==> src/tsr_pkg.sv <==
// Purpose: shared constants for the trace sync/id/timestamp/filter registers
// Assumes: 32-bit AHB-Lite register bus, one aligned word per register
// Notes:   offsets, field positions and the period and event reset values live only here
`default_nettype none

package tsr_pkg;

    // ------------------------------------------------------------------
    // register offsets (byte addresses)
    // ------------------------------------------------------------------
    localparam logic [7:0] OFF_SYNC   = 8'h00;
    localparam logic [7:0] OFF_ID     = 8'h04;
    localparam logic [7:0] OFF_TS     = 8'h08;
    localparam logic [7:0] OFF_RANGE  = 8'h0C;
    localparam logic [7:0] OFF_STATUS = 8'h10;
    localparam int         ADDR_W     = 8;

    // ------------------------------------------------------------------
    // field layout
    // ------------------------------------------------------------------
    localparam int PERIOD_W  = 5;
    localparam int EVENT_W   = 8;
    localparam int EXCL_LSB  = 16;
    localparam int STAT_EN   = 0;
    localparam int STAT_DROP = 1;
    localparam int STAT_FIX  = 2;
    localparam int STAT_TS   = 3;
    localparam int STAT_RNG  = 4;
    localparam int STAT_IDW  = 8;
    localparam int STAT_NP   = 16;

    // ------------------------------------------------------------------
    // period encodings and reset values
    // ------------------------------------------------------------------
    localparam logic [4:0]  PERIOD_OFF     = 5'h00;
    localparam logic [4:0]  PERIOD_MIN     = 5'h08;
    localparam logic [4:0]  PERIOD_MAX     = 5'h14;
    localparam logic [4:0]  FIXED_PER_DEF  = 5'h0A;
    localparam logic [4:0]  PERIOD_RST     = 5'h00;
    localparam logic [7:0]  EVENT_RST      = 8'h00;
    localparam logic [31:0] WORD_ZERO      = 32'h0000_0000;

endpackage

`default_nettype wire

==> src/tsr_bus_if.sv <==
// Purpose: register access strobes between bus front end and register bank
// Assumes: one access per cycle, data phase timing
// Notes:   rdata is combinational from register flops
`default_nettype none

interface tsr_bus_if;
    logic        wr_en;
    logic        rd_en;
    logic [7:0]  addr;
    logic [31:0] wdata;
    logic [31:0] rdata;

    modport slave (output wr_en, output rd_en, output addr, output wdata,
                   input rdata);
    modport regs  (input wr_en, input rd_en, input addr, input wdata,
                   output rdata);
endinterface

`default_nettype wire

==> src/tsr_ahb_slave.sv <==
// Purpose: AHB-Lite slave front end, zero wait states, always OKAY
// Assumes: single whole-word transfers; hsize not checked
// Notes:   addresses above the low byte window read zero, writes dropped
`default_nettype none

module tsr_ahb_slave (
    input  wire logic        clk_i,
    input  wire logic        sys_rst_i,
    input  wire logic        hsel_i,
    input  wire logic [31:0] haddr_i,
    input  wire logic [1:0]  htrans_i,
    input  wire logic        hwrite_i,
    input  wire logic [31:0] hwdata_i,
    input  wire logic        hready_i,
    output logic             hreadyout_o,
    output logic             hresp_o,
    output logic [31:0]      hrdata_o,
    tsr_bus_if.slave         bus
);
    import tsr_pkg::*;

    logic             wr_ph_r;
    logic             rd_ph_r;
    logic [ADDR_W-1:0] addr_r;
    logic             take;

    // ------------------------------------------------------------------
    // address phase capture
    // ------------------------------------------------------------------
    assign take = hsel_i & htrans_i[1] & (haddr_i[31:ADDR_W] == '0);

    always_ff @(posedge clk_i) begin
        if (sys_rst_i) begin
            wr_ph_r <= 1'b0;
            rd_ph_r <= 1'b0;
            addr_r  <= '0;
        end else if (hready_i) begin
            wr_ph_r <= take & hwrite_i;
            rd_ph_r <= take & ~hwrite_i;
            if (take) begin
                addr_r <= haddr_i[ADDR_W-1:0];
            end
        end
    end

    // ------------------------------------------------------------------
    // data phase
    // ------------------------------------------------------------------
    // read muxes the register flops in the data phase, so a read right
    // after a write already sees the new value
    assign bus.wr_en   = wr_ph_r;
    assign bus.rd_en   = rd_ph_r;
    assign bus.addr    = addr_r;
    assign bus.wdata   = hwdata_i;
    assign hrdata_o    = rd_ph_r ? bus.rdata : WORD_ZERO;
    assign hreadyout_o = 1'b1;
    assign hresp_o     = 1'b0;

endmodule

`default_nettype wire

==> src/tsr_sync_counter.sv <==
// Purpose: counts trace bytes and pulses a sync request every 2^period
// Assumes: run_i low clears the count
// Notes:   invalid period codes generate no requests
`default_nettype none

module tsr_sync_counter #(
    parameter int CNT_W   = 21,
    parameter int BYTES_W = 4
) (
    input  wire logic                          clk_i,
    input  wire logic                          sys_rst_i,
    input  wire logic                          run_i,
    input  wire logic [tsr_pkg::PERIOD_W-1:0]  period_i,
    input  wire logic [BYTES_W-1:0]            bytes_i,
    output logic                               sync_req_o
);
    import tsr_pkg::*;

    logic [CNT_W-1:0] cnt_r;
    logic [CNT_W:0]   sum;
    logic [CNT_W:0]   limit;
    logic             valid;

    assign valid = (period_i >= PERIOD_MIN) && (period_i <= PERIOD_MAX);
    assign limit = (CNT_W+1)'(1) << period_i;
    assign sum   = {1'b0, cnt_r} + (CNT_W+1)'(bytes_i);

    always_ff @(posedge clk_i) begin
        if (sys_rst_i || !run_i || !valid) begin
            cnt_r      <= '0;
            sync_req_o <= 1'b0;
        end else if (sum >= limit) begin
            cnt_r      <= CNT_W'(sum - limit);
            sync_req_o <= 1'b1;
        end else begin
            cnt_r      <= CNT_W'(sum);
            sync_req_o <= 1'b0;
        end
    end
endmodule

`default_nettype wire

==> src/tsr_regs_top.sv <==
// Purpose: sync period, source id, timestamp event and data range registers
// Assumes: trace_enable_i is the unit enable; bytes_i counts emitted trace
// Notes:   registers read/written over AHB-Lite, zero wait states
//
// The register offsets and the AHB-Lite interface to the registers were left to the implementer.
`default_nettype none

// Contract
// - fixed-period flag set: period register read-only, holds chosen value
// - invalid period code: counter may emit no, programmed, or other requests
// - reset: writable period takes unknown, read-only one its chosen value
// - sync request every 2^period bytes for 8..20; zero stops periodic ones
// - instruction trace uses source id, data trace uses id plus one
// - the four registers take writes only while the unit is disabled
// - id width from capability; bits beyond width or pairs read zero
// - on the standard trace bus the source id is 7 bits wide
// - reserved id values do not change this unit's behaviour
// - selected 8-bit event inserts a global timestamp each time it fires
// - timestamp control exists only if timestamp size capability nonzero
// - pair tied to a data value comparator gives unpredictable filtering
// - range select exists only with data trace and comparator pairs
// - exclude bits from 16 upward, bit m selects pair m-16
// - include bits from 0; none included means include all transfers
module tsr_regs_top #(
    parameter bit   FIXED_SYNC   = 1'b0,
    parameter logic [4:0] FIXED_PERIOD = tsr_pkg::FIXED_PER_DEF,
    parameter int   ID_W         = 7,
    parameter int   TS_SIZE_CAP  = 64,
    parameter bit   DATA_IMPL    = 1'b1,
    parameter int   NUM_PAIRS    = 8,
    parameter int   NUM_EVT      = 16,
    parameter int   BYTES_W      = 4
) (
    input  wire logic                 clk_i,
    input  wire logic                 sys_rst_i,
    input  wire logic                 hsel_i,
    input  wire logic [31:0]          haddr_i,
    input  wire logic [1:0]           htrans_i,
    input  wire logic                 hwrite_i,
    input  wire logic [2:0]           hsize_i,
    input  wire logic [31:0]          hwdata_i,
    input  wire logic                 hready_i,
    output logic                      hreadyout_o,
    output logic                      hresp_o,
    output logic [31:0]               hrdata_o,
    input  wire logic                 trace_enable_i,
    input  wire logic                 data_trace_enable_i,
    input  wire logic [BYTES_W-1:0]   trace_bytes_i,
    input  wire logic [NUM_EVT-1:0]   event_vec_i,
    input  wire logic                 sac_include_any_i,
    output logic                      sync_req_o,
    output logic [ID_W-1:0]           inst_source_id_o,
    output logic [ID_W-1:0]           data_source_id_o,
    output logic                      data_source_id_valid_o,
    output logic                      ts_insert_o,
    output logic [NUM_PAIRS-1:0]      include_sel_o,
    output logic [NUM_PAIRS-1:0]      exclude_sel_o,
    output logic                      include_all_o
);
    import tsr_pkg::*;

    // ------------------------------------------------------------------
    // configuration
    // ------------------------------------------------------------------
    localparam bit TS_PRESENT  = (TS_SIZE_CAP != 0);
    localparam bit RNG_PRESENT = DATA_IMPL && (NUM_PAIRS > 0);
    localparam int SEL_W       = (NUM_EVT > 1) ? $clog2(NUM_EVT) : 1;

    tsr_bus_if bus ();

    logic [PERIOD_W-1:0]  period_r;
    logic [ID_W-1:0]      id_r;
    logic [EVENT_W-1:0]   ts_evt_r;
    logic [NUM_PAIRS-1:0] incl_r;
    logic [NUM_PAIRS-1:0] excl_r;
    logic                 drop_r;
    logic                 wr_ok;
    logic                 locked_hit;
    logic                 ev_sel;
    logic                 incl_none;
    logic [31:0]          wdata_q;

    // ------------------------------------------------------------------
    // bus front end and sync counter
    // ------------------------------------------------------------------
    tsr_ahb_slave u_ahb (
        .clk_i       (clk_i),
        .sys_rst_i   (sys_rst_i),
        .hsel_i      (hsel_i),
        .haddr_i     (haddr_i),
        .htrans_i    (htrans_i),
        .hwrite_i    (hwrite_i),
        .hwdata_i    (hwdata_i),
        .hready_i    (hready_i),
        .hreadyout_o (hreadyout_o),
        .hresp_o     (hresp_o),
        .hrdata_o    (hrdata_o),
        .bus         (bus.slave)
    );

    tsr_sync_counter #(
        .CNT_W   (21),
        .BYTES_W (BYTES_W)
    ) u_sync (
        .clk_i      (clk_i),
        .sys_rst_i  (sys_rst_i),
        .run_i      (trace_enable_i),
        .period_i   (period_r),
        .bytes_i    (trace_bytes_i),
        .sync_req_o (sync_req_o)
    );

    // ------------------------------------------------------------------
    // write gating
    // ------------------------------------------------------------------
    // enabled-unit writes to the four registers are dropped silently on the bus; the sticky
    // status bit is the only way software can see that it happened
    assign wr_ok      = bus.wr_en & ~trace_enable_i;
    assign locked_hit = bus.wr_en & trace_enable_i &
                        (bus.addr inside {OFF_SYNC, OFF_ID, OFF_TS,
                                          OFF_RANGE});

    always_ff @(posedge clk_i) begin
        if (sys_rst_i) begin
            period_r <= FIXED_SYNC ? FIXED_PERIOD : PERIOD_RST;
        end else if (!FIXED_SYNC && wr_ok && bus.addr == OFF_SYNC) begin
            period_r <= bus.wdata[PERIOD_W-1:0];
        end
    end

    // any id value is stored as given, reserved codes included
    always_ff @(posedge clk_i) begin
        if (sys_rst_i) begin
            id_r <= '0;
        end else if (wr_ok && bus.addr == OFF_ID) begin
            id_r <= bus.wdata[ID_W-1:0];
        end
    end

    always_ff @(posedge clk_i) begin
        if (sys_rst_i) begin
            ts_evt_r <= EVENT_RST;
        end else if (TS_PRESENT && wr_ok && bus.addr == OFF_TS) begin
            ts_evt_r <= bus.wdata[EVENT_W-1:0];
        end
    end

    // no cross-check against comparator modes: a pair tied to a data
    // value comparator filters unpredictably, as software was warned
    always_ff @(posedge clk_i) begin
        if (sys_rst_i) begin
            incl_r <= '0;
            excl_r <= '0;
        end else if (RNG_PRESENT && wr_ok && bus.addr == OFF_RANGE) begin
            incl_r <= bus.wdata[NUM_PAIRS-1:0];
            excl_r <= bus.wdata[EXCL_LSB +: NUM_PAIRS];
        end
    end

    // set wins over the write-one clear
    always_ff @(posedge clk_i) begin
        if (sys_rst_i) begin
            drop_r <= 1'b0;
        end else if (locked_hit) begin
            drop_r <= 1'b1;
        end else if (bus.wr_en && bus.addr == OFF_STATUS &&
                     bus.wdata[STAT_DROP]) begin
            drop_r <= 1'b0;
        end
    end

    // ------------------------------------------------------------------
    // read mux
    // ------------------------------------------------------------------
    always_comb begin
        bus.rdata = WORD_ZERO;
        unique case (bus.addr)
            OFF_SYNC:  bus.rdata[PERIOD_W-1:0] = period_r;
            OFF_ID:    bus.rdata[ID_W-1:0]     = id_r;
            OFF_TS:    bus.rdata[EVENT_W-1:0]  = ts_evt_r;
            OFF_RANGE: begin
                bus.rdata[NUM_PAIRS-1:0]        = incl_r;
                bus.rdata[EXCL_LSB +: NUM_PAIRS] = excl_r;
            end
            OFF_STATUS: begin
                bus.rdata[STAT_EN]      = trace_enable_i;
                bus.rdata[STAT_DROP]    = drop_r;
                bus.rdata[STAT_FIX]     = FIXED_SYNC;
                bus.rdata[STAT_TS]      = TS_PRESENT;
                bus.rdata[STAT_RNG]     = RNG_PRESENT;
                bus.rdata[STAT_IDW +: 8] = 8'(ID_W);
                bus.rdata[STAT_NP +: 8]  = 8'(NUM_PAIRS);
            end
            default:   bus.rdata = WORD_ZERO;
        endcase
    end

    // ------------------------------------------------------------------
    // trace-side outputs
    // ------------------------------------------------------------------
    // only the low selector bits index events; wider resource
    // selection belongs to the event logic outside
    assign ev_sel    = TS_PRESENT && event_vec_i[ts_evt_r[SEL_W-1:0]];
    assign incl_none = (incl_r == '0) && !sac_include_any_i;

    always_ff @(posedge clk_i) begin
        if (sys_rst_i) begin
            inst_source_id_o       <= '0;
            data_source_id_o       <= '0;
            data_source_id_valid_o <= 1'b0;
        end else begin
            inst_source_id_o       <= id_r;
            data_source_id_o       <= ID_W'(id_r + 1'b1);
            data_source_id_valid_o <= data_trace_enable_i;
        end
    end

    always_ff @(posedge clk_i) begin
        if (sys_rst_i) begin
            ts_insert_o <= 1'b0;
        end else begin
            ts_insert_o <= ev_sel & trace_enable_i;
        end
    end

    always_ff @(posedge clk_i) begin
        if (sys_rst_i) begin
            include_sel_o <= '0;
            exclude_sel_o <= '0;
            include_all_o <= 1'b1;
        end else begin
            include_sel_o <= incl_r;
            exclude_sel_o <= excl_r;
            include_all_o <= incl_none;
        end
    end

    // ------------------------------------------------------------------
    // checks
    // ------------------------------------------------------------------
    always_ff @(posedge clk_i) begin
        wdata_q <= bus.wdata;
    end
endmodule

`default_nettype wire

==> config.mk <==
export PLATFORM = sky130hd
export DESIGN_NAME = tsr_regs_top
export DESIGN_NICKNAME = d
export VERILOG_FILES = /design/src/tsr_pkg.sv /design/src/tsr_bus_if.sv /design/src/tsr_ahb_slave.sv /design/src/tsr_sync_counter.sv /design/src/tsr_regs_top.sv
export SDC_FILE = /design/constraint.sdc
export NUM_CORES = 1
export LEC_CHECK = 0
export BUFFER_PORTS_ARGS = -buffer_cell sky130_fd_sc_hd__buf_2
export CAP_MARGIN = 30
export CORE_MARGIN = 1
export CORE_UTILIZATION = 48
export DETAILED_ROUTE_END_ITERATION = 6
export PLACE_DENSITY_LB_ADDON = 0.12
export SLEW_MARGIN = 40
export SYNTH_ARGS = -nofsm -noshare
export SYNTH_HDL_FRONTEND = slang
export SYNTH_SLANG_ARGS = --single-unit
==> constraint.sdc <==
create_clock -name clk_i -period 9.05 [get_ports clk_i]
set_input_delay 1.3575 -clock clk_i [delete_from_list [all_inputs] [get_ports clk_i]]
set_output_delay 1.3575 -clock clk_i [all_outputs]
set_load 0.1 [all_outputs]
==> results of run 1 <==
## synthesized netlist by cell type (all sizes together) (2+ instances only)
cell    number
xnor2       29
mux2i       43
ha          27
and3        11
a211oi       4
o31ai        2
o31a         2
mux4        10
o211a        2
nand3       14
nor3        11
xor2        12
buf         26
o21a         5
nor3b        5
nand4       10
inv         12
a21oi       39
nand2b       5
a31oi        2
nand3b       2
nor2b       41
a21boi       2
nor4         6
o21bai       4
conb         2
o21ai       14
a21o         7
fa           2
mux2         2
nor2        75
and2        13
dfxtp      102
clkbuf      21
a31o         2
a22oi        4
or4          2
nand2       76
## worst max-delay path, cell delays in order
cell	delay, ns
buf_2	0.12
ha_1	0.27
a21o_1	0.10
a21oi_1	0.08
o21bai_1	0.63
nand4_1	0.20
xnor2_1	0.27
ha_1	0.32
a21o_1	0.22
a21o_1	0.18
a21o_1	0.18
and2_0	0.15
o31a_1	0.30
nor3_4	0.53
buf_4	0.36
mux2i_1	0.22
nor2_1	0.06
## final cells by class
cell class | count | area, um^2
clock buffers | 11 | 242.7
clock inverters | 4 | 32.53
fillers | 1058 | 4853
inverters | 12 | 45.04
multi-input cells | 509 | 3435
flip-flops and latches | 102 | 2042
well taps | 143 | 178.9
repair buffers | 134 | 686.9
## final timing paths
| kind | end | cells past startpoint | slack (ns) |
|---|---|---|---|
| worst min register to register | excl_r[4] | 2 | 0.46 |
| worst min-delay path | excl_r[4] | 2 | 0.46 |
| worst max register to register | u_sync.cnt_r[15] | 16 | 4.53 |
| worst max-delay path | u_sync.cnt_r[15] | 17 | 3.74 |
## kinds of logic (layout without fill, tap and decap cells)
family / Yosys count / after routing / synth area share [%]
and+or+nand+nor: 276 / 276 / 23.86
DFF: 102 / 102 / 35.63
AOI/OAI and AO/OA: 93 / 93 / 10.15
buffers and inverters: 59 / 161 / 5.545
muxes: 55 / 55 / 11.83
xor gates and xnor gates: 41 / 41 / 6.265
adders and majority gates: 29 / 29 / 6.592
other: 2 / 15 / 0.1310
## registers in the layout, summed over array words and instances (netlist names), 8 cells and up
signal          cells
u_sync.cnt_r       21
incl_r              8
u_ahb.bus.addr      8
include_sel_o       8
ts_evt_r            8
excl_r              8
exclude_sel_o       8
## per-stage QoR
| stage | cell area (um^2) | utilization, % |
|---|---|---|
| after floorplan | 5781 | - |
| final | 6663 | 57.86 |
| after detailed placement | 6382 | 55.42 |
| after global routing | 6663 | 57.86 |
| after global placement | 6369 | 55.30 |
| after CTS | 6658 | 57.81 |
## cell usage in the layout (no fill, tap or decap), drive strengths merged, types with 6 or more instances in the layout
master | netlist | layout
buf | 26 | 134
dfxtp | 102 | 102
nand2 | 76 | 76
nor2 | 75 | 75
mux2i | 43 | 43
nor2b | 41 | 41
a21oi | 39 | 39
xnor2 | 29 | 29
ha | 27 | 27
conb | 2 | 15
nand3 | 14 | 14
o21ai | 14 | 14
inv | 12 | 13
and2 | 13 | 13
xor2 | 12 | 12
and3 | 11 | 11
clkbuf | 21 | 11
nor3 | 11 | 11
nand4 | 10 | 10
mux4 | 10 | 10
a21o | 7 | 7
nor4 | 6 | 6
## power groups by stage
stage          clock network, mW  logic (mW)  registers, mW
2_1_floorplan                  0      0.0693          0.466
3_3_place_gp                   0      0.0944          0.460
3_5_place_dp                   0      0.0952          0.460
4_1_cts                    0.379      0.0955          0.450
5_1_grt                    0.394       0.102          0.449
6_report                   0.366      0.0952          0.450
## metal layers
metal	up-vias	track usage, %	routed length (um)
met3	19	5.249	549
met4	0	9.730	285
li1	2444	-	-
met2	95	39.04	6619
met1	2224	26.80	6070
met5	-	0	0
==> results by group, run 1 <==
Worst setup path
  – Critical Path AT: 5.55 ns
  – CP Capture Type: register
  – CP Max Fanout: 18
  – R2r startpoint: u_sync.cnt_r[1]
  – Crit Path Class: in -> reg
  – Critical path launch point type: primary input
  – Critical Path Start: trace_bytes_i[1]
  – Required time of the critical path: 9.29 ns

Power
  – Leak: 2.895 nW
  – Power per cell area: 136.7 nW/um^2
  – NetSw: 0.2364 mW
  – Sw frac: 25.95%
  – Comb power frac: approximately a tenth
  – Clk pwr share: 40.2%
  – Worst vdd ir: 0.0001300 V
  – Reg power frac: 49.4%
  – P_int: between 0.6 and 0.7 mW
  – Pwr Total: 0.9111 mW

Status
  – Status: complete, but fails checks
  – Violated checks: design-rule violations

Timing
  – Final worst-path cycle share: between 50% and 60%
  – Relative slew slack: 46.75%
  – Final worst slack: 3.739 ns
  – Worst-margin pin slew: 0.7987 ns
  – Hold_ws: 0.4627 ns
  – Final Hold Viols: 0
  – Final critical-path required period: around 5.3 ns
  – Worst Clk Skew: 0.009901 ns
  – Setup TNS: 0 ns
  – Endpoints failing setup: 0
  – Max Slew Vio Count: 0
  – FMAX: roughly 190 MHz
  – RSZ-0062 raised after global routing: no

Floorplan
  – Die width: 111.3 um
  – Boundary Pins: about 170
  – Die area: 12380 um^2
  – Die height: 111.3 um
  – Core area: 11520 um^2
  – Site row count: 39
  – Starting density of the core: 49.77%

Placement
  – I/O Buffers: ~130
  – Hpwl dp: 10280 um
  – Placer Congestion: 0.8897
  – Placed cells: 900
  – Pre-CTS WS: approximately 3.4 ns

Final layout
  – Synth-to-Final Area Change: 16.24%
  – Share of post-route cells with drive strength above 1: between 20% and 30%
  – Final nets: 894
  – Post-Layout Cell Count: about 920
  – Ant diodes: 0

Detailed routing
  – Routed WL per cell: 14.78 um
  – Via-per-instance ratio: 5.226
  – DR DRC count: 6
  – DRT Pass-1 Iters: 7
  – Number of DRC markers in iteration 0: 187
  – Antenna Violating Nets Remaining: 0
  – Vias: 4782
  – Drt total wl: 13530 um

CTS
  – TritonCTS buffer count: 9
  – Post-CTS Resized: 0
  – Clock Latency Late Sink: 0.36 ns
  – Clock root cell: clkbuf_16
  – Hold_buf cts: 0
  – CTS Sinks: 102
  – Post-CTS Setup Bufs: 0
  – CTS tree: yes
  – Clock transition at the registers of the reported paths: 0.07 ns
  – Clk buf depth: 2
  – CTS H-Tree Depth: 3

Min path
  – Hold wc startpoint: excl_r[4]
  – Hold WC Path Type: reg -> reg

Synth
  – Number of synthesis warnings: 0
  – Mean Syn Cell Area: 8.724 um^2
  – Synth top area cells: dfxtp_1 36%, mux2i_1 7.5%, ha_1 5.9%
  – Netlist cell types: 58
  – Most used DFF post-synth: dfxtp_1
  – Mapped Area: 5732 um^2
  – Seq/Total Area, Yosys: about 36%
  – Number of synthesized flops with an enable pin: 0
  – Cells after synthesis: 657
  – Yosys reg bits: a little over 100
  – Ys async rst share: 0%
  – Yosys top cell by area: dfxtp_1
  – Share of the synthesized area in the top cell type: roughly 36%

GRT
  – Global-route usage over all layers: a little under a quarter
  – First-pass GRT wire length: around 22000 um
  – Antenna violations before repair: 0
  – GRT overflow: 0
  – Vias in the first global route: between 4000 and 5000
  – Pin count of the biggest net entering global routing: 82

Flow run
  – Max Cap Viol: 0
No activity file was read; power rests on OpenSTA's default activity.
==> run 2, diff against run 1 <==
Clock period 9.05 ns to 5.6 ns, I/O delays scaled along.
==> results by group, run 2 (same netlist as run 1, synthesis figures left out) <==
Timing
  – Setup TNS: 0 ns (unchanged)
  – Worst-margin pin slew: 0.8018 ns (+0.003143 ns)
  – FMAX: 217.0 MHz
  – Max Slew Vio Count: 0 (unchanged)
  – Worst Clk Skew: 0.01052 ns (+0.0006232 ns)
  – Relative slew slack: 46.54% (-0.21 points)
  – Final critical-path required period: 4.609 ns
  – RSZ-0062 raised after global routing: no
  – Final Hold Viols: 0 (unchanged)
  – Endpoints failing setup: 0 (unchanged)
  – Final worst-path cycle share: 82.31%

Worst setup path
  – Required time of the critical path: 5.83 ns (-3.46 ns)
  – Critical Path AT: 4.84 ns (-0.71 ns)
  – Buf/Inv on CP: 2 (unchanged)
  – Crit Path Class: in -> reg
  – Critical path launch point type: primary input
  – Crit path cell chain: buf_2, ha_1, fa_1, a21oi_1, nor2_1, o21ai_0, nor2_1, xor2_1, ha_1, o21ai_1, a21oi_1, and3_1, and3_1, o31a_1, nor3_4, buf_4, mux2i_1, nor2_1
  – Critical path's slowest cell: o21ai_0
  – Crit-path max cell delay: 0.43 ns (-0.20 ns)
  – Delay-heaviest family, CP: compound AO/OA/AOI/OAI gates
  – CP Max Fanout: 11 (-7)
  – CP Capture Type: register
  – CP dominant cell by count: nor2_1

Final layout
  – Ant diodes: 0 (unchanged)
  – Filler cells: 1085 (+2.6%)
  – Footprint of the multi-input gates: 3435 um^2 (unchanged)
  – Max reg flops: 21 (unchanged)
  – Seq. cell area: 2042 um^2 (unchanged)
  – Final nets: 896 (+0.22%)
  – Share of post-route cells with drive strength above 1: 22.58% (+0.30 points)
  – Commonest non-fill, non-tap cells in the layout: 129 x buf_2, 102 x dfxtp_1, 76 x nand2_1, 73 x nor2_1, 43 x mux2i_1
  – Synth-to-Final Area Change: 16.66%
  – Largest register by flop count: u_sync.cnt_r
  – Commonest non-fill, non-tap cell in the layout: buf_2
  – Final core occ: 58.06% (+0.21 points)

CTS
  – Clock Latency Late Sink: 0.35 ns (about the same)
  – TritonCTS buffer count: 9 (unchanged)
  – CTS Sinks: 102 (unchanged)
  – Post-CTS Resized: 0 (unchanged)
  – Clock transition at the registers of the reported paths: 0.07 ns (about the same)
  – Hold_buf cts: 0 (unchanged)
  – CTS tree: yes
  – CTS H-Tree Depth: 3 (unchanged)
  – Post-CTS Setup Bufs: 0 (unchanged)
  – Clock root cell: clkbuf_16
  – Clk buf depth: 2 (unchanged)

Detailed routing
  – DRT Pass-1 Iters: 6 (-1)
  – Met2 WL post-DR: 6893 um (+4.1%)
  – Antenna Violating Nets Remaining: 0 (unchanged)
  – Met3 WL: 566 um (+3.1%)
  – Drt total wl: 13520 um (about the same)
  – Number of DRC markers in iteration 0: 142 (-24%)
  – Top Metal Used: met4
  – Met1 Routed Length: 5946 um (-2.0%)
  – DR DRC count: 6 (unchanged)
  – Routed WL per cell: 14.72 um (-0.40%)
  – Via-per-instance ratio: 5.218 (-0.16%)
  – Vias: 4790 (+0.17%)

Floorplan
  – Site row count: 39 (unchanged)
  – Die width: 111.3 um (unchanged)
  – Die area: 12380 um^2 (unchanged)
  – Die height: 111.3 um (unchanged)
  – Boundary Pins: 165 (unchanged)
  – Starting density of the core: 49.77% (unchanged)
  – Core area: 11520 um^2 (unchanged)

GRT
  – GRT overflow: 0 (unchanged)
  – Pin count of the biggest net entering global routing: 82 (unchanged)
  – Antenna violations before repair: 0 (unchanged)
  – Global-route usage over all layers: 22.81% (+0.18 points)
  – Vias in the first global route: 4822 (+0.52%)
  – First-pass GRT wire length: 22460 um (+0.21%)

Min path
  – Hold WC Path Type: reg -> reg

Power
  – Leak: 2.910 nW (+0.52%)
  – Power per cell area: 221.9 nW/um^2 (+62%)
  – Worst vdd ir: 0.0001536 V (+18%)

Flow run
  – Max Cap Viol: 0 (unchanged)

Status
  – Status: complete, but fails checks
  – Violated checks: design-rule violations

Placement
  – Hpwl dp: 10380 um (+0.96%)
  – I/O Buffers: 129 (unchanged)
  – Placer Congestion: 0.8533 (-4.1%)
## run 2: worst reg2reg max path, stage by stage (launching register included)
cell and delay, ns:
dfxtp_1 0.30, ha_1 0.20, fa_1 0.41, a21oi_1 0.17, nor2_1 0.07, o21ai_0 0.43, nor2_1 0.11, xor2_1 0.25
ha_1 0.33, o21ai_1 0.18, a21oi_1 0.12, and3_1 0.22, and3_1 0.18, o31a_1 0.26, nor3_4 0.36, buf_4 0.31
mux2i_1 0.23, nor2_1 0.05
## run 2: power by group
part	switching [mW]	internal (mW)	total (mW)
logic	0.105	0.0502	0.156
registers	0.000241	0.726	0.726
clock network	0.284	0.319	0.602
## run 2: path summary, 6_finish.rpt
kind | cells past startpoint | start | slack [ns] | to
max | 18 | trace_bytes_i[0] | 0.99 | u_sync.cnt_r[11]
min | 2 | excl_r[0] | 0.46 | excl_r[0]
max reg2reg | 17 | u_sync.cnt_r[0] | 1.30 | u_sync.cnt_r[11]
min reg2reg | 2 | excl_r[0] | 0.46 | excl_r[0]
## run 2: layer usage
| layer | vias to the layer above | global-route usage [%] |
|---|---|---|
| met3 | 10 | 5.085 |
| met5 | - | 0 |
| met1 | 2235 | 26.73 |
| met4 | 0 | 8.829 |
| met2 | 88 | 40.33 |
| li1 | 2457 | - |
## run 2: layout make-up
class | instances | share of cell area, %
timing repair buffer | 136 | 10.50
multi-input combinational | 509 | 51.37
clock buffer | 11 | 3.630
tap | 143 | 2.676
inverter | 12 | 0.6737
sequential | 102 | 30.54
clock inverter | 5 | 0.6175
## run 2: stage by stage
stage	std cells	power [mW]	cell area (um^2)	setup WS, ns	hold slack, ns
floorplan	670	0.8658	5781	1.320	0.4402
global placement	901	0.8966	6384	0.6494	0.4478
detailed placement	902	0.8982	6397	0.6311	0.4537
CTS	918	1.503	6681	0.9907	0.4637
global route	918	1.539	6686	0.6036	0.4921
finish	918	1.484	6686	0.9907	0.4648
==> run 3, diff against run 2 <==
Settings changed: ABC_AREA from default to 1.
Clock period 5.6 ns to 4.4 ns, I/O delays scaled along.
==> results by group, run 3 <==
Worst setup path
  – Critical Path AT: 3.83 ns (-1.01 ns)
  – Crit-path max cell delay: 0.43 ns (about the same)
  – Critical path's slowest cell: fa_1
  – Crit Path Class: in -> reg
  – Required time of the critical path: 4.68 ns (-1.15 ns)
  – CP Capture Type: register
  – Critical Path Start: trace_bytes_i[0]
  – R2r startpoint: u_sync.cnt_r[0]
  – CP Max Fanout: 16 (+5)
  – Crit path cell chain: buf_2, ha_1, fa_1, a21oi_2, nor2_1, or2_2, nand2_1, inv_1, ha_1, nand2_2, inv_1, nand2_1, nand2_1, a21oi_1, nand2_2, nand2_4, nand2_8, inv_2, nor2_1, nor2_1
  – Critical path launch point type: primary input

Final layout
  – Ant diodes: 0 (unchanged)
  – Filler cells: 1338 (+23%)
  – Final nets: 1253 (+40%)
  – Commonest non-fill, non-tap cell in the layout: nand2_1
  – Footprint of the multi-input gates: 3633 um^2 (+5.8%)
  – Share of post-route cells with drive strength above 1: 16.43% (-6.1 points)
  – Largest register by flop count: u_sync.cnt_r
  – Seq. cell area: 2042 um^2 (unchanged)
  – Commonest non-fill, non-tap cells in the layout: 261 x nand2_1, 156 x nor2_1, 143 x inv_1, 129 x buf_2, 102 x dfxtp_1
  – Synth-to-Final Area Change: 15.51%
  – Post-Layout Cell Count: 1304 (+42%)
  – Max reg flops: 21 (unchanged)

Timing
  – Final Hold Viols: 0 (unchanged)
  – FMAX: 281.8 MHz
  – Worst-margin pin slew: 0.6337 ns (-0.1681 ns)
  – Endpoints failing setup: 0 (unchanged)
  – RSZ-0062 raised after global routing: no
  – Final worst-path cycle share: 80.65%
  – Max Slew Vio Count: 0 (unchanged)
  – Worst Clk Skew: 0.007080 ns (-0.003444 ns)
  – Relative slew slack: 57.71% (+11 points)
  – Setup TNS: 0 ns (unchanged)
  – Final critical-path required period: 3.549 ns

Power
  – Pwr Total: 1.917 mW (+29%)
  – Power per cell area: 258.2 nW/um^2 (+16%)
  – Leak: 3.816 nW (+31%)
  – Worst vdd ir: 0.0001700 V (+11%)

Synth
  – Cells after synthesis: 1006 (+53%)
  – Mean Syn Cell Area: 6.389 um^2 (-27%)
  – Yosys top cell by area: dfxtp_1
  – Synth top area cells: dfxtp_1 32%, nand2_1 15%, nor2_1 9.1%
  – Ys async rst share: 0% (unchanged)
  – Mapped Area: 6427 um^2 (+12%)
  – Number of synthesized flops with an enable pin: 0 (unchanged)
  – Netlist cell types: 46 (-21%)
  – Number of synthesis warnings: 0 (unchanged)
  – Synth top cells by count: 261 x nand2_1, 156 x nor2_1, 143 x inv_1, 102 x dfxtp_1, 55 x a21oi_1
  – Seq/Total Area, Yosys: 31.77% (-3.9 points)
  – Share of the synthesized area in the top cell type: 31.77% (-3.9 points)
  – Yosys reg bits: 102 (unchanged)
  – Count leader, synth: nand2_1
  – Most used DFF post-synth: dfxtp_1

CTS
  – CTS tree: yes
  – CTS H-Tree Depth: 3 (unchanged)
  – Clock Latency Late Sink: 0.35 ns (about the same)
  – Clk buf depth: 2 (unchanged)
  – Clock transition at the registers of the reported paths: 0.07 ns (about the same)
  – Post-CTS Resized: 0 (unchanged)
  – Hold_buf cts: 0 (unchanged)
  – Post-CTS Setup Bufs: 0 (unchanged)
  – TritonCTS buffer count: 9 (unchanged)
  – CTS Sinks: 102 (unchanged)
  – Clock root cell: clkbuf_16

GRT
  – Global-route usage over all layers: 25.07% (+2.3 points)
  – First-pass GRT wire length: 27720 um (+23%)
  – GRT overflow: 0 (unchanged)
  – Pin count of the biggest net entering global routing: 49 (-40%)
  – Antenna violations before repair: 0 (unchanged)
  – Vias in the first global route: 5813 (+21%)

Status
  – Status: finished, final reports clean

Floorplan
  – Die area: 13860 um^2 (+12%)
  – Site row count: 41 (+5.1%)
  – Die width: 117.7 um (+5.8%)
  – Die height: 117.7 um (+5.8%)
  – Core area: 12820 um^2 (+11%)
  – Starting density of the core: 50.12% (+0.35 points)
  – Boundary Pins: 165 (unchanged)

Placement
  – Placer Congestion: 0.9070 (+6.3%)
  – Hpwl dp: 13440 um (+30%)
  – I/O Buffers: 129 (unchanged)
  – Placed cells: 1288 (+43%)

Flow run
  – Max Cap Viol: 0 (unchanged)

Detailed routing
  – Drt total wl: 16720 um (+24%)
  – Vias: 6408 (+34%)
  – Routed WL per cell: 12.82 um (-13%)
  – Number of DRC markers in iteration 0: 476 (+240%)
  – DR DRC count: 0 (-6)
  – Antenna Violating Nets Remaining: 0 (unchanged)
  – DRT Pass-1 Iters: 5 (-1)
  – Via-per-instance ratio: 4.914 (-5.8%)

Min path
  – Hold WC Path Type: reg -> reg
  – Hold wc startpoint: id_r[6]
run 3: worst max-delay path, delay by kind of cell:
| kind | cells | cell delay (ns) |
|---|---|---|
| buffers and inverters | 4 | 0.38 |
| AO/OA/AOI/OAI | 2 | 0.48 |
| AND/OR/NAND/NOR | 11 | 1.31 |
| adder cells (fa/ha/maj) | 3 | 1.01 |
run 3: final cells by class:
type | instances | area share [%]
sequential | 102 | 27.50
multi-input combinational | 728 | 48.94
tap | 172 | 2.899
timing repair buffer | 131 | 8.898
clock inverter | 7 | 0.8595
clock buffer | 9 | 3.033
inverter | 155 | 7.870
run 3: path summary, 6_finish.rpt:
| path | end | depth (start not counted) | slack (ns) |
|---|---|---|---|
| worst max register to register | u_sync.cnt_r[2] | 19 | 0.97 |
| worst max-delay path | u_sync.cnt_r[2] | 20 | 0.85 |
| worst min-delay path | data_source_id_o[6] | 1 | 0.45 |
| worst min register to register | data_source_id_o[6] | 1 | 0.45 |
run 3: cell families (layout without fill, tap and decap cells):
logic type | after synthesis | in the layout | share of synthesized area [%]
flip-flops | 102 | 102 | 31.77
AO/OA/AOI/OAI | 141 | 141 | 12.11
other | 2 | 15 | 0.1168
XOR/XNOR | 22 | 22 | 2.998
AND/OR/NAND/NOR | 521 | 521 | 34.67
adder cells (fa/ha/maj) | 29 | 29 | 5.879
buffers and inverters | 189 | 302 | 12.46
run 3: stage by stage:
step	area, um^2	hold WS, ns	util (%)	setup slack (ns)
after floorplan	6476	0.4158	-	0.9758
after global placement	7136	0.4311	55.64	0.4967
after detailed placement	7136	0.4326	55.64	0.4653
after CTS	7425	0.4469	57.89	0.8361
after global routing	7425	0.4770	57.89	0.5220
final	7425	0.4458	57.89	0.8514
run 3: report_power, final:
group | switching (mW) | total (mW) | leakage (nW) | internal (mW)
Sequential | 0.000302 | 0.924 | 0.822 | 0.924
Clock | 0.375 | 0.771 | 0.140 | 0.396
Combinational | 0.162 | 0.222 | 2.85 | 0.0592
Total | 0.538 | 1.92 | 3.82 | 1.38
run 3: per-layer routing:
| layer | vias to the layer above | global-route usage (%) | share of wire (%) |
|---|---|---|---|
| li1 | 3379 | - | - |
| met2 | 189 | 38.57 | 43 |
| met5 | - | 0 | 0 |
| met1 | 2822 | 35.53 | 50 |
| met3 | 18 | 4.506 | 5.9 |
| met4 | 0 | 7.292 | 1.4 |
